## config.mk

```make
export PLATFORM = sky130hd
export DESIGN_NAME = sdp_ram
export DESIGN_NICKNAME = d
export VERILOG_FILES = /design/src/sdp_ram_pkg.sv /design/src/mem_port_if.sv /design/src/ram_store.sv /design/src/sdp_ram.sv
export SDC_FILE = /design/constraint.sdc
export NUM_CORES = 1
export LEC_CHECK = 0
export BUFFER_PORTS_ARGS = -buffer_cell sky130_fd_sc_hd__buf_2
export CELL_PAD_IN_SITES_DETAIL_PLACEMENT = 1
export CELL_PAD_IN_SITES_GLOBAL_PLACEMENT = 1
export CORE_AREA = 2 2 327 329
export CTS_CLUSTER_DIAMETER = 60
export DETAILED_ROUTE_END_ITERATION = 10
export DIE_AREA = 0 0 329 331
export PLACE_DENSITY_LB_ADDON = 0.25
export SYNTH_ARGS = -nofsm -noshare
export SYNTH_HDL_FRONTEND = slang
export SYNTH_SLANG_ARGS = --single-unit
```

## constraint.sdc

```tcl
create_clock -name clk_sys -period 9.8 [get_ports clk_sys]
set_input_delay 1.47 -clock clk_sys [delete_from_list [all_inputs] [get_ports clk_sys]]
set_output_delay 1.47 -clock clk_sys [all_outputs]
set_load 0.02 [all_outputs]
```

## src/sdp_ram_pkg.sv

```systemverilog
// constants and types shared by the simple dual-port ram and its storage array
package sdp_ram_pkg;

  // ***********************************************
  // array geometry
  // ***********************************************
  localparam int DATA_W = 16;
  localparam int ADDR_W = 5;
  localparam int WORDS = 24;
  localparam int LANE_W = 8;
  localparam int MASK_W = DATA_W / LANE_W;
  localparam logic [DATA_W-1:0] WORD_RESET = 16'h0000;

  // ***********************************************
  // register map (byte addresses)
  // ***********************************************
  localparam logic [31:0] OFS_CFG = 32'h0000_0000;
  localparam logic [31:0] OFS_STATUS = 32'h0000_0004;

  // ***********************************************
  // configuration register fields
  // ***********************************************
  localparam int CFG_W = 15;
  localparam int CFG_ARRAY = 0;
  localparam int CFG_RADDR_BYPASS = 1;
  localparam int CFG_Q_BYPASS = 2;
  localparam int CFG_EMULATE = 3;
  localparam int CFG_USE_REN = 4;
  localparam int CFG_USE_MASK = 5;
  localparam int CFG_MODE_LO = 6;
  localparam int CFG_CLR_DATA = 8;
  localparam int CFG_CLR_WADDR = 9;
  localparam int CFG_CLR_WEN = 10;
  localparam int CFG_CLR_RADDR = 11;
  localparam int CFG_CLR_REN = 12;
  localparam int CFG_CLR_Q = 13;
  localparam int CFG_CLR_MASK = 14;
  localparam logic [CFG_W-1:0] CFG_RESET = 15'h0000;

  // ***********************************************
  // status register fields
  // ***********************************************
  localparam int STAT_WADDR_LO = 0;
  localparam int STAT_RADDR_LO = 8;

  // ***********************************************
  // clocking arrangements
  // ***********************************************
  typedef enum logic [1:0] {
    MODE_SINGLE = 2'h0,
    MODE_RW = 2'h1,
    MODE_IO = 2'h2
  } clk_mode_t;

endpackage

```

## src/mem_port_if.sv

```systemverilog
// connection between the port logic and the storage array
`timescale 1ns/1ns
interface mem_port_if;
  import sdp_ram_pkg::*;
  logic we;
  logic [ADDR_W-1:0] waddr;
  logic [DATA_W-1:0] wdata;
  logic [MASK_W-1:0] wmask;
  logic [ADDR_W-1:0] raddr;
  logic [DATA_W-1:0] rdata;

  modport ctrl (output we, output waddr, output wdata, output wmask, output raddr,
    input rdata);
  modport store (input we, input waddr, input wdata, input wmask, input raddr,
    output rdata);
endinterface

```

## src/ram_store.sv

```systemverilog
// flip-flop storage array with per-lane write mask and combinational read
`timescale 1ns/1ns
module ram_store
  import sdp_ram_pkg::*;
(
  // clock and reset
  input wire logic clk_sys,
  input wire logic nrst,
  // array access
  mem_port_if.store mp
);

  typedef struct packed {
    logic [WORDS-1:0][DATA_W-1:0] word;
  } store_t;

  store_t cur;
  store_t next_cur;
  logic [DATA_W-1:0] bit_mask;

  // ***********************************************
  // lane mask widened to bits
  // ***********************************************
  for (genvar l = 0; l < MASK_W; l++) begin : g_lane
    assign bit_mask[l*LANE_W +: LANE_W] = {LANE_W{mp.wmask[l]}};
  end

  always_comb begin
    next_cur = cur;
    // addresses past the last word are dropped, not aliased
    if (mp.we && (32'(mp.waddr) < WORDS)) begin
      next_cur.word[mp.waddr] = (cur.word[mp.waddr] & ~bit_mask) | (mp.wdata & bit_mask);
    end
  end

  assign mp.rdata = (32'(mp.raddr) < WORDS) ? cur.word[mp.raddr] : WORD_RESET;

  always_ff @(posedge clk_sys or negedge nrst) begin
    if (!nrst) begin
      cur <= '0;
    end else begin
      cur <= next_cur;
    end
  end

endmodule // ram_store

```

## src/sdp_ram.sv

```systemverilog
// simple dual-port ram: one write port, one read port, configured over ahb-lite
`timescale 1ns/1ns

module sdp_ram
  import sdp_ram_pkg::*;
(
  // clock and reset
  input wire logic clk_sys,
  input wire logic nrst,
  // ahb-lite slave
  input wire logic hsel,
  input wire logic [31:0] haddr,
  input wire logic [1:0] htrans,
  input wire logic hwrite,
  input wire logic [2:0] hsize,
  input wire logic [31:0] hwdata,
  input wire logic hready,
  output logic hreadyout,
  output logic [31:0] hrdata,
  output logic hresp,
  // clock edges of the two sides, as one-cycle pulses, with their clock enables and clear
  input wire logic in_tick,
  input wire logic in_fall,
  input wire logic out_tick,
  input wire logic in_clk_en,
  input wire logic out_clk_en,
  input wire logic clear,
  // write port
  input wire logic [DATA_W-1:0] wr_data,
  input wire logic [ADDR_W-1:0] wr_addr,
  input wire logic wr_en,
  input wire logic [MASK_W-1:0] wr_mask,
  input wire logic wr_addr_hold,
  // read port
  input wire logic [ADDR_W-1:0] rd_addr,
  input wire logic rd_en,
  input wire logic rd_addr_hold,
  output logic [DATA_W-1:0] rd_data
);

  // ***********************************************
  // geometry checks
  // ***********************************************
  // lane and depth limits are fixed at elaboration; a bad build answers every transfer with error
  localparam bit LANE_OK = (LANE_W == 5 || LANE_W == 8 || LANE_W == 9 || LANE_W == 10) &&
    (MASK_W * LANE_W == DATA_W);
  localparam bit DEPTH_OK = (WORDS > (1 << (ADDR_W - 1))) && (WORDS <= (1 << ADDR_W)) &&
    (WORDS > 1);

  typedef struct packed {
    logic [CFG_W-1:0] cfg;
    logic [DATA_W-1:0] wdata;
    logic [ADDR_W-1:0] waddr;
    logic wen;
    logic [MASK_W-1:0] wmask;
    logic [ADDR_W-1:0] raddr;
    logic ren;
    logic [DATA_W-1:0] q;
    logic cfg_wr_pend;
    logic [31:0] rdbuf;
  } state_t;

  state_t cur;
  state_t next_cur;
  mem_port_if mp ();

  logic is_array;
  logic raddr_bypass;
  logic q_bypass;
  logic emulate;
  logic use_ren;
  logic use_mask;
  clk_mode_t mode;
  logic in_en;
  logic out_en;
  logic raddr_en;
  logic q_en;
  logic [ADDR_W-1:0] waddr_eff;
  logic [ADDR_W-1:0] raddr_eff;
  logic ren_eff;
  logic [MASK_W-1:0] mask_eff;
  logic ahb_take;

  // ***********************************************
  // configuration decode
  // ***********************************************
  // options that the chosen build cannot offer are forced off here
  assign is_array = cur.cfg[CFG_ARRAY];
  assign raddr_bypass = is_array & cur.cfg[CFG_RADDR_BYPASS];
  assign q_bypass = cur.cfg[CFG_Q_BYPASS];
  assign emulate = ~is_array & cur.cfg[CFG_EMULATE];
  assign use_ren = ~is_array & cur.cfg[CFG_USE_REN];
  assign use_mask = is_array & cur.cfg[CFG_USE_MASK];
  assign mode = clk_mode_t'(cur.cfg[CFG_MODE_LO +: 2]);

  // ***********************************************
  // side clocks
  // ***********************************************
  assign in_en = in_tick & in_clk_en;
  always_comb begin
    if (mode == MODE_RW) begin
      raddr_en = out_tick & out_clk_en;
      q_en = out_tick & out_clk_en;
    end else if (mode == MODE_IO) begin
      raddr_en = in_en;
      q_en = out_tick & out_clk_en;
    end else begin
      raddr_en = in_en;
      q_en = in_en;
    end
  end
  assign out_en = q_en;

  // ***********************************************
  // write path
  // ***********************************************
  assign waddr_eff = wr_addr_hold ? cur.waddr : wr_addr;
  assign mask_eff = use_mask ? wr_mask : {MASK_W{1'b1}};

  always_comb begin
    if (emulate) begin
      // falling-edge build writes what the rising edge captured
      mp.we = in_fall & in_clk_en & cur.wen;
      mp.waddr = cur.waddr;
      mp.wdata = cur.wdata;
      mp.wmask = cur.wmask;
    end else begin
      mp.we = in_en & wr_en;
      mp.waddr = waddr_eff;
      mp.wdata = wr_data;
      mp.wmask = mask_eff;
    end
  end

  // ***********************************************
  // read path
  // ***********************************************
  // without raddr_bypass the registered address feeds the array, so a new address reaches q one edge later
  assign raddr_eff = raddr_bypass ? rd_addr : cur.raddr;
  assign ren_eff = ~use_ren | (raddr_bypass ? rd_en : cur.ren);
  assign mp.raddr = raddr_eff;
  assign rd_data = q_bypass ? mp.rdata : cur.q;

  ram_store u_store (
    .clk_sys(clk_sys),
    .nrst(nrst),
    .mp(mp.store)
  );

  // ***********************************************
  // bus slave
  // ***********************************************
  // zero wait states: read data is fetched during the address phase
  assign ahb_take = hsel & htrans[1] & hready;
  assign hreadyout = 1'b1;
  assign hresp = ~(LANE_OK & DEPTH_OK);
  assign hrdata = cur.rdbuf;

  always_comb begin
    next_cur = cur;
    // configuration write lands in its data phase
    if (cur.cfg_wr_pend) begin
      next_cur.cfg = hwdata[CFG_W-1:0];
    end
    next_cur.cfg_wr_pend = 1'b0;
    if (ahb_take) begin
      if (hwrite) begin
        next_cur.cfg_wr_pend = (haddr == OFS_CFG);
      end else if (haddr == OFS_CFG) begin
        // forwarding keeps a read right after a write coherent
        next_cur.rdbuf = 32'(next_cur.cfg);
      end else if (haddr == OFS_STATUS) begin
        next_cur.rdbuf = '0;
        next_cur.rdbuf[STAT_WADDR_LO +: ADDR_W] = cur.waddr;
        next_cur.rdbuf[STAT_RADDR_LO +: ADDR_W] = cur.raddr;
      end else begin
        next_cur.rdbuf = '0;
      end
    end

    // write-side input registers
    if (in_en) begin
      next_cur.wdata = wr_data;
      next_cur.waddr = waddr_eff;
      next_cur.wen = wr_en;
      next_cur.wmask = mask_eff;
    end
    // read address and strobe registers
    if (raddr_en) begin
      if (!rd_addr_hold || raddr_bypass) begin
        next_cur.raddr = rd_addr;
      end
      next_cur.ren = rd_en;
    end
    // read data register
    if (out_en && ren_eff) begin
      next_cur.q = mp.rdata;
    end

    // clear wins over a capture on the same cycle in each register whose clear bit is set in cfg
    if (clear) begin
      if (cur.cfg[CFG_CLR_DATA]) begin
        next_cur.wdata = '0;
      end
      if (cur.cfg[CFG_CLR_WADDR]) begin
        next_cur.waddr = '0;
      end
      if (cur.cfg[CFG_CLR_WEN]) begin
        next_cur.wen = 1'b0;
      end
      if (cur.cfg[CFG_CLR_MASK]) begin
        next_cur.wmask = '0;
      end
      if (cur.cfg[CFG_CLR_RADDR]) begin
        next_cur.raddr = '0;
      end
      if (cur.cfg[CFG_CLR_REN]) begin
        next_cur.ren = 1'b0;
      end
      if (cur.cfg[CFG_CLR_Q]) begin
        next_cur.q = '0;
      end
    end
  end

  always_ff @(posedge clk_sys or negedge nrst) begin
    if (!nrst) begin
      cur <= '0;
      cur.cfg <= CFG_RESET;
    end else begin
      cur <= next_cur;
    end
  end

endmodule // sdp_ram

```

== Word level (Yosys, flattened, before mapping) ==
Index checks and enable logic that the tools add are counted.

* Register bits after elaboration: 478
* Output and inout port bits: 50

* Order comparisons: 5
* Equality and inequality tests: 3
* Mux-type cells: 38
* Bitwise operators: 19
* Reduce and logical (&&, ||, !) cells: 7

{| class="wikitable"
|+ Operators with widths
! kind !! count
|-
| bitwise mux 384 bit || 1
|-
| binary-select mux 16 bit (select 5 bit) || 2
|-
| 2-to-1 mux 16 bit || 9
|-
| demux 16 bit (select 5 bit) || 1
|-
| 2-to-1 mux 46 bit || 1
|-
| 2-to-1 mux 33 bit || 1
|-
| AND 16 bit || 2
|-
| equality test 32 x 3 -> 1 bit (second input constant) || 1
|-
| logical NOT 32 bit || 1
|-
| 2-to-1 mux 32 bit || 1
|-
| 2-to-1 mux 15 bit || 2
|-
| 2-to-1 mux 5 bit || 6
|-
| 2-to-1 mux 24 bit || 1
|-
| inverter 16 bit || 1
|-
| bitwise OR 16 bit || 1
|-
| 2-to-1 mux 13 bit || 1
|-
| < comparator 5 x 6 -> 1 bit (second input constant) || 2
|-
| AND 1 bit || 11
|-
| < comparator 5 bit (second input constant) || 2
|-
| 2-to-1 mux 1 bit || 8
|-
| 2-to-1 mux 2 bit || 3
|-
| 2-to-1 mux 6 bit || 1
|-
| >= comparator 5 x 1 -> 1 bit (second input constant) || 1
|-
| logical AND 1 bit || 3
|-
| 7 further kinds || 9
|}

== Logic depth before layout (Yosys ltp) ==
* Word-level depth: 8
* Gate-level depth with buffers: 13

== By module ==
Synthesis repeated with hierarchy kept, for this count alone.

* Cell total of the unflattened synthesis: 1,957
* Area total of the unflattened synthesis: 25,498.2 um^2

{| class="wikitable"
|+ Modules (own cells, without submodules)
! module !! times used !! cells an instance !! area an instance (um^2) !! sequential area each (um^2)
|-
| ram_store || 1 || 1,531 || 21,235.4 || 9,609.2
|-
| sdp_ram || 1 || 426 || 4,262.8 || 1,926.8
|}

== Worst setup path before layout ==
Ideal clock, no wire load.

* Path kind: input port to output port
* Start: in rd_addr[0]
* End: out rd_data[12]
* Data arrival time: 3,699 ps
* Required time: 8,330 ps
* Setup slack: 4,631 ps
* Stages: 8
* Buffers on the path: 3
* Cells stage by stage: and3_1 > a21o_1 > buf_2 > buf_2 > buf_2 > mux4_2 > a2111oi_0 > a21oi_1

* Cells in the longest elaborated chain, start to end: 5
* Elaborated cells on any way between the ends: 6

{| class="wikitable"
|+ Ends and longest elaborated chain
! what !! RTL line !! text
|-
| start, declared || sdp_ram.sv:35 || <nowiki>input wire logic [ADDR_W-1:0] rd_addr,</nowiki>
|-
| 2-to-1 mux 5 bit * || sdp_ram.sv:139 || <nowiki>assign raddr_eff = raddr_bypass ? rd_addr : cur.raddr;</nowiki>
|-
| binary-select mux 16 bit (select 5 bit) || ram_store.sv:36 || <nowiki>assign mp.rdata = (32'(mp.raddr) < WORDS) ? cur.word[mp.raddr] : WORD_RESET;</nowiki>
|-
| 2-to-1 mux 16 bit (not written as such) || ram_store.sv:36 ||
|-
| 2-to-1 mux 16 bit * || ram_store.sv:36 ||
|-
| 2-to-1 mux 16 bit * || sdp_ram.sv:142 || <nowiki>assign rd_data = q_bypass ? mp.rdata : cur.q;</nowiki>
|-
| end, declared || sdp_ram.sv:38 || <nowiki>output logic [DATA_W-1:0] rd_data</nowiki>
|}

Every way passes the cells marked *; elsewhere a longest branch is shown, timed or not. The select of a mux whose other input is x is not followed.

== Worst setup path in the final report ==
* Start: in rd_addr[1]
* End: out rd_data[1]

The elaborated chain is that of the path after synthesis.

==> reports/results.tsv <==
stage	metric	value	unit
synth	synth_area_leader_cell	dfrtp_1	
power_and_ir_drop	p_leak	12.7	nW
setup_path	rrSetupSlack	4.70	ns
cts	cts_hold_buf	0	
timing	period_needed	6.55	ns
timing	drv_slew	0	
detailed_routing	first_pass_iters	6	
synth	syn_area	26100	sq um
grt	groute.usage.overall	22.3	%
grt	overflow	0	
power_and_ir_drop	vdd_ir_drop_max	0.138	mV
synth	synth_most_common_cell	dfrtp_1	
cts	clk_pin_slew	0.06	ns
synth	netlist.area_leader.share	44.2	%
setup_path	cp-end-kind	primary output	
synth	synth-edff-count	0	
timing	clock_skew	0.0191	ns
die	pin_count	162	
timing	setup_viol	0	
cts	cts-resized-gates	0	
synth	synth-seq-area-share	44.2	%
setup_path	path_class	input port to primary output	
die	num_rows	119	
cts	cts_buffers	56	
setup_path	crit_chain	buf_2 -> nand3_1 -> nand2_4 -> buf_4 -> mux4_2 -> nor2b_1 -> a2111oi_2 -> a21oi_1 -> buf_2	
setup_path	critPathSlowestCell	a2111oi_2	
power_and_ir_drop	total_power	5.93	mW
place	place_congestion	0.883	
timing	post-route-period-util	66.8	%
cts	cts_tree	built	
die	initial_utilization	24.9	%
synth	synth_common_cells	dfrtp_1 (461), nand2_1 (438), o21ai_0 (226), a21oi_1 (164), mux2_2 (145)	
finish	drive_gt1_share	21.5	%
synth	netlist_instances	2685	
detailed_routing	vias	23400	
power_and_ir_drop	p_per_area	198	nW/um^2
cts	cts.sinks	461	
timing	rsz0062_at_grt	no	
detailed_routing	wl_per_cell	29.5	um
die	core-area	105000	sq um
timing	worst_pin_slew	1.34	ns
cts	h-tree-depth	2	
detailed_routing	drtIter0Drc	2034	
timing	max_slew_margin	9.89	%
grt	grt_pass1_wl	177000	um
die	die-height	331	um
synth	ys_async_sr_fraction	100	%
synth	yosysWarningCount	0	
synth	synth_area_leaders	dfrtp_1 (44%), nand2_1 (6.3%), mux2_2 (6.3%), mux4_2 (5.6%), mux2i_1 (5.2%)	
timing	fmax	153	MHz
detailed_routing	drc	0	
synth	post_synth_num_cell_types	83	
grt	grt_pass1_vias	24500	
finish	syn_to_final_growth	15.0	%
cts	cts_setup_buffers	0	
timing	setup_tns	0	ns
outcome	status	completed	
cts	cts_buffer_depth	3	
synth	synth-seq-cells	461	
setup_path	worstPathArrival	5.08	ns
die	die_w	329	um
grt	antenna_found_initial	6	
setup_path	crit_top_cell	buf_2	
timing	final-hold-violation-count	0	
cts	insertion_delay	0.65	ns
synth	synth_flop_cell	dfrtp_1	
detailed_routing	postRouteAntennaNets	0	
finish	nets	2816	
detailed_routing	wirelength	122000	um
detailed_routing	vias_per_cell	5.64	
place	hpwl	80800	um
grt	grt_max_degree	154	
die	die_area	109000	sq um
run	drv_cap	0	
setup_path	slowest_delay	1.01	ns
synth	syn_avg_cell_area	9.72	sq um
setup_path	critPathLaunchType	input port	
cts	cts_root_buf	clkbuf_16	
place	io_buffers	121	
setup_path	crit_fanout	46	
setup_path	cp_data_required_time	8.33	ns
hold_path	hp-class	flip-flop to flip-flop	
[registers in the layout (all words and copies together) (netlist names)]
| register | flops |
|---|---|
| cur | 62 |
| hrdata | 15 |
| u_store.cur | 384 |
[final timing paths]
kind / end / from / cells after the start
max: rd_data[1] / rd_addr[1] / 9
min: cur[49] / cur[91] / 1
max reg2reg: u_store.cur[250] / cur[79] / 10
min reg2reg: cur[49] / cur[91] / 1
max in group asynchronous: u_store.cur[242] / nrst / 2
min in group asynchronous: cur[34] / nrst / 1
[per-stage QoR]
step / util, % / cell area [sq um] / setup WS [ns] / hold WS [ns] / cells
2_1_floorplan: - / 26200 / 4.63 / 0.415 / 2702
3_3_place_gp: 26.8 / 28100 / 3.27 / 0.446 / 4037
3_5_place_dp: 26.8 / 28100 / 3.35 / 0.443 / 4037
4_1_cts: 28.6 / 30000 / 3.34 / 0.456 / 4141
5_1_grt: 28.6 / 30000 / 3.08 / 0.478 / 4141
6_report: 28.6 / 30000 / 3.25 / 0.463 / 4142
[cells by family (layout without fill, tap and decap cells)]
kind of cell	after synthesis	after routing	synth area share (%)
AOI/OAI and AO/OA	769	769	19.3
xor gates and xnor gates	1	1	0.0336
buffers and inverters	262	310	4.64
DFF	461	461	44.2
muxes	346	346	17.1
other	2	20	0.0288
and+or+nand+nor	844	844	14.6
[placed cells by master (no fill, tap or decap), drive strengths merged, types with 6 or more instances in the layout]
cell type | Yosys | routed
dfrtp | 461 | 461
nand2 | 440 | 440
o21ai | 247 | 247
buf | 107 | 193
a21oi | 164 | 164
mux2 | 145 | 145
nor2 | 145 | 145
mux2i | 136 | 136
nand3 | 94 | 94
clkbuf | 142 | 84
a221oi | 65 | 65
mux4 | 65 | 65
a31oi | 43 | 43
o22ai | 41 | 41
and3 | 39 | 39
a211oi | 32 | 32
nor2b | 21 | 21
a21o | 21 | 21
conb | 2 | 19
nand2b | 18 | 18
inv | 13 | 17
nor4 | 16 | 16
and2 | 16 | 16
o31ai | 15 | 15
or2 | 15 | 15
a22oi | 14 | 14
a311oi | 13 | 13
o41ai | 13 | 13
a2111oi | 13 | 13
clkinv | 0 | 12
o211ai | 8 | 8
a41oi | 8 | 8
or3 | 7 | 7
a22o | 7 | 7
a221o | 7 | 7
nor3 | 7 | 7
o221a | 6 | 6
a21boi | 6 | 6
[critical path: cells and delay by family]
family	cells	cell delay, ns
compound gates	2	1.18
buf+inv	3	1.00
simple gates	3	0.89
mux	1	0.41
[metal layers]
metal / routed length (um) / track usage (%) / vias up
met5: 13 / 0 / -
met4: 5600 / 9.66 / 2
met3: 8640 / 3.91 / 226
li1: - / - / 9909
met1: 50800 / 28.6 / 12300
met2: 57300 / 36.8 / 978
[area by class of cell]
class,count,area [sq um]
diodes,1,2.50
clock buffers,84,1690
clock inverters,20,170
fillers,11900,75000
inverters,13,48.8
multi-input cells,1979,13600
flip-flops and latches,461,11500
well taps,1391,1740
repair buffers,193,1180
[report_power, final]
part | total, mW | switching [mW] | internal (mW)
Clock | 2.13 | 0.895 | 1.24
Combinational | 1.44 | 0.948 | 0.493
Sequential | 2.35 | 0.208 | 2.15
Total | 5.93 | 2.05 | 3.88
(Power assumes the default switching activity.)
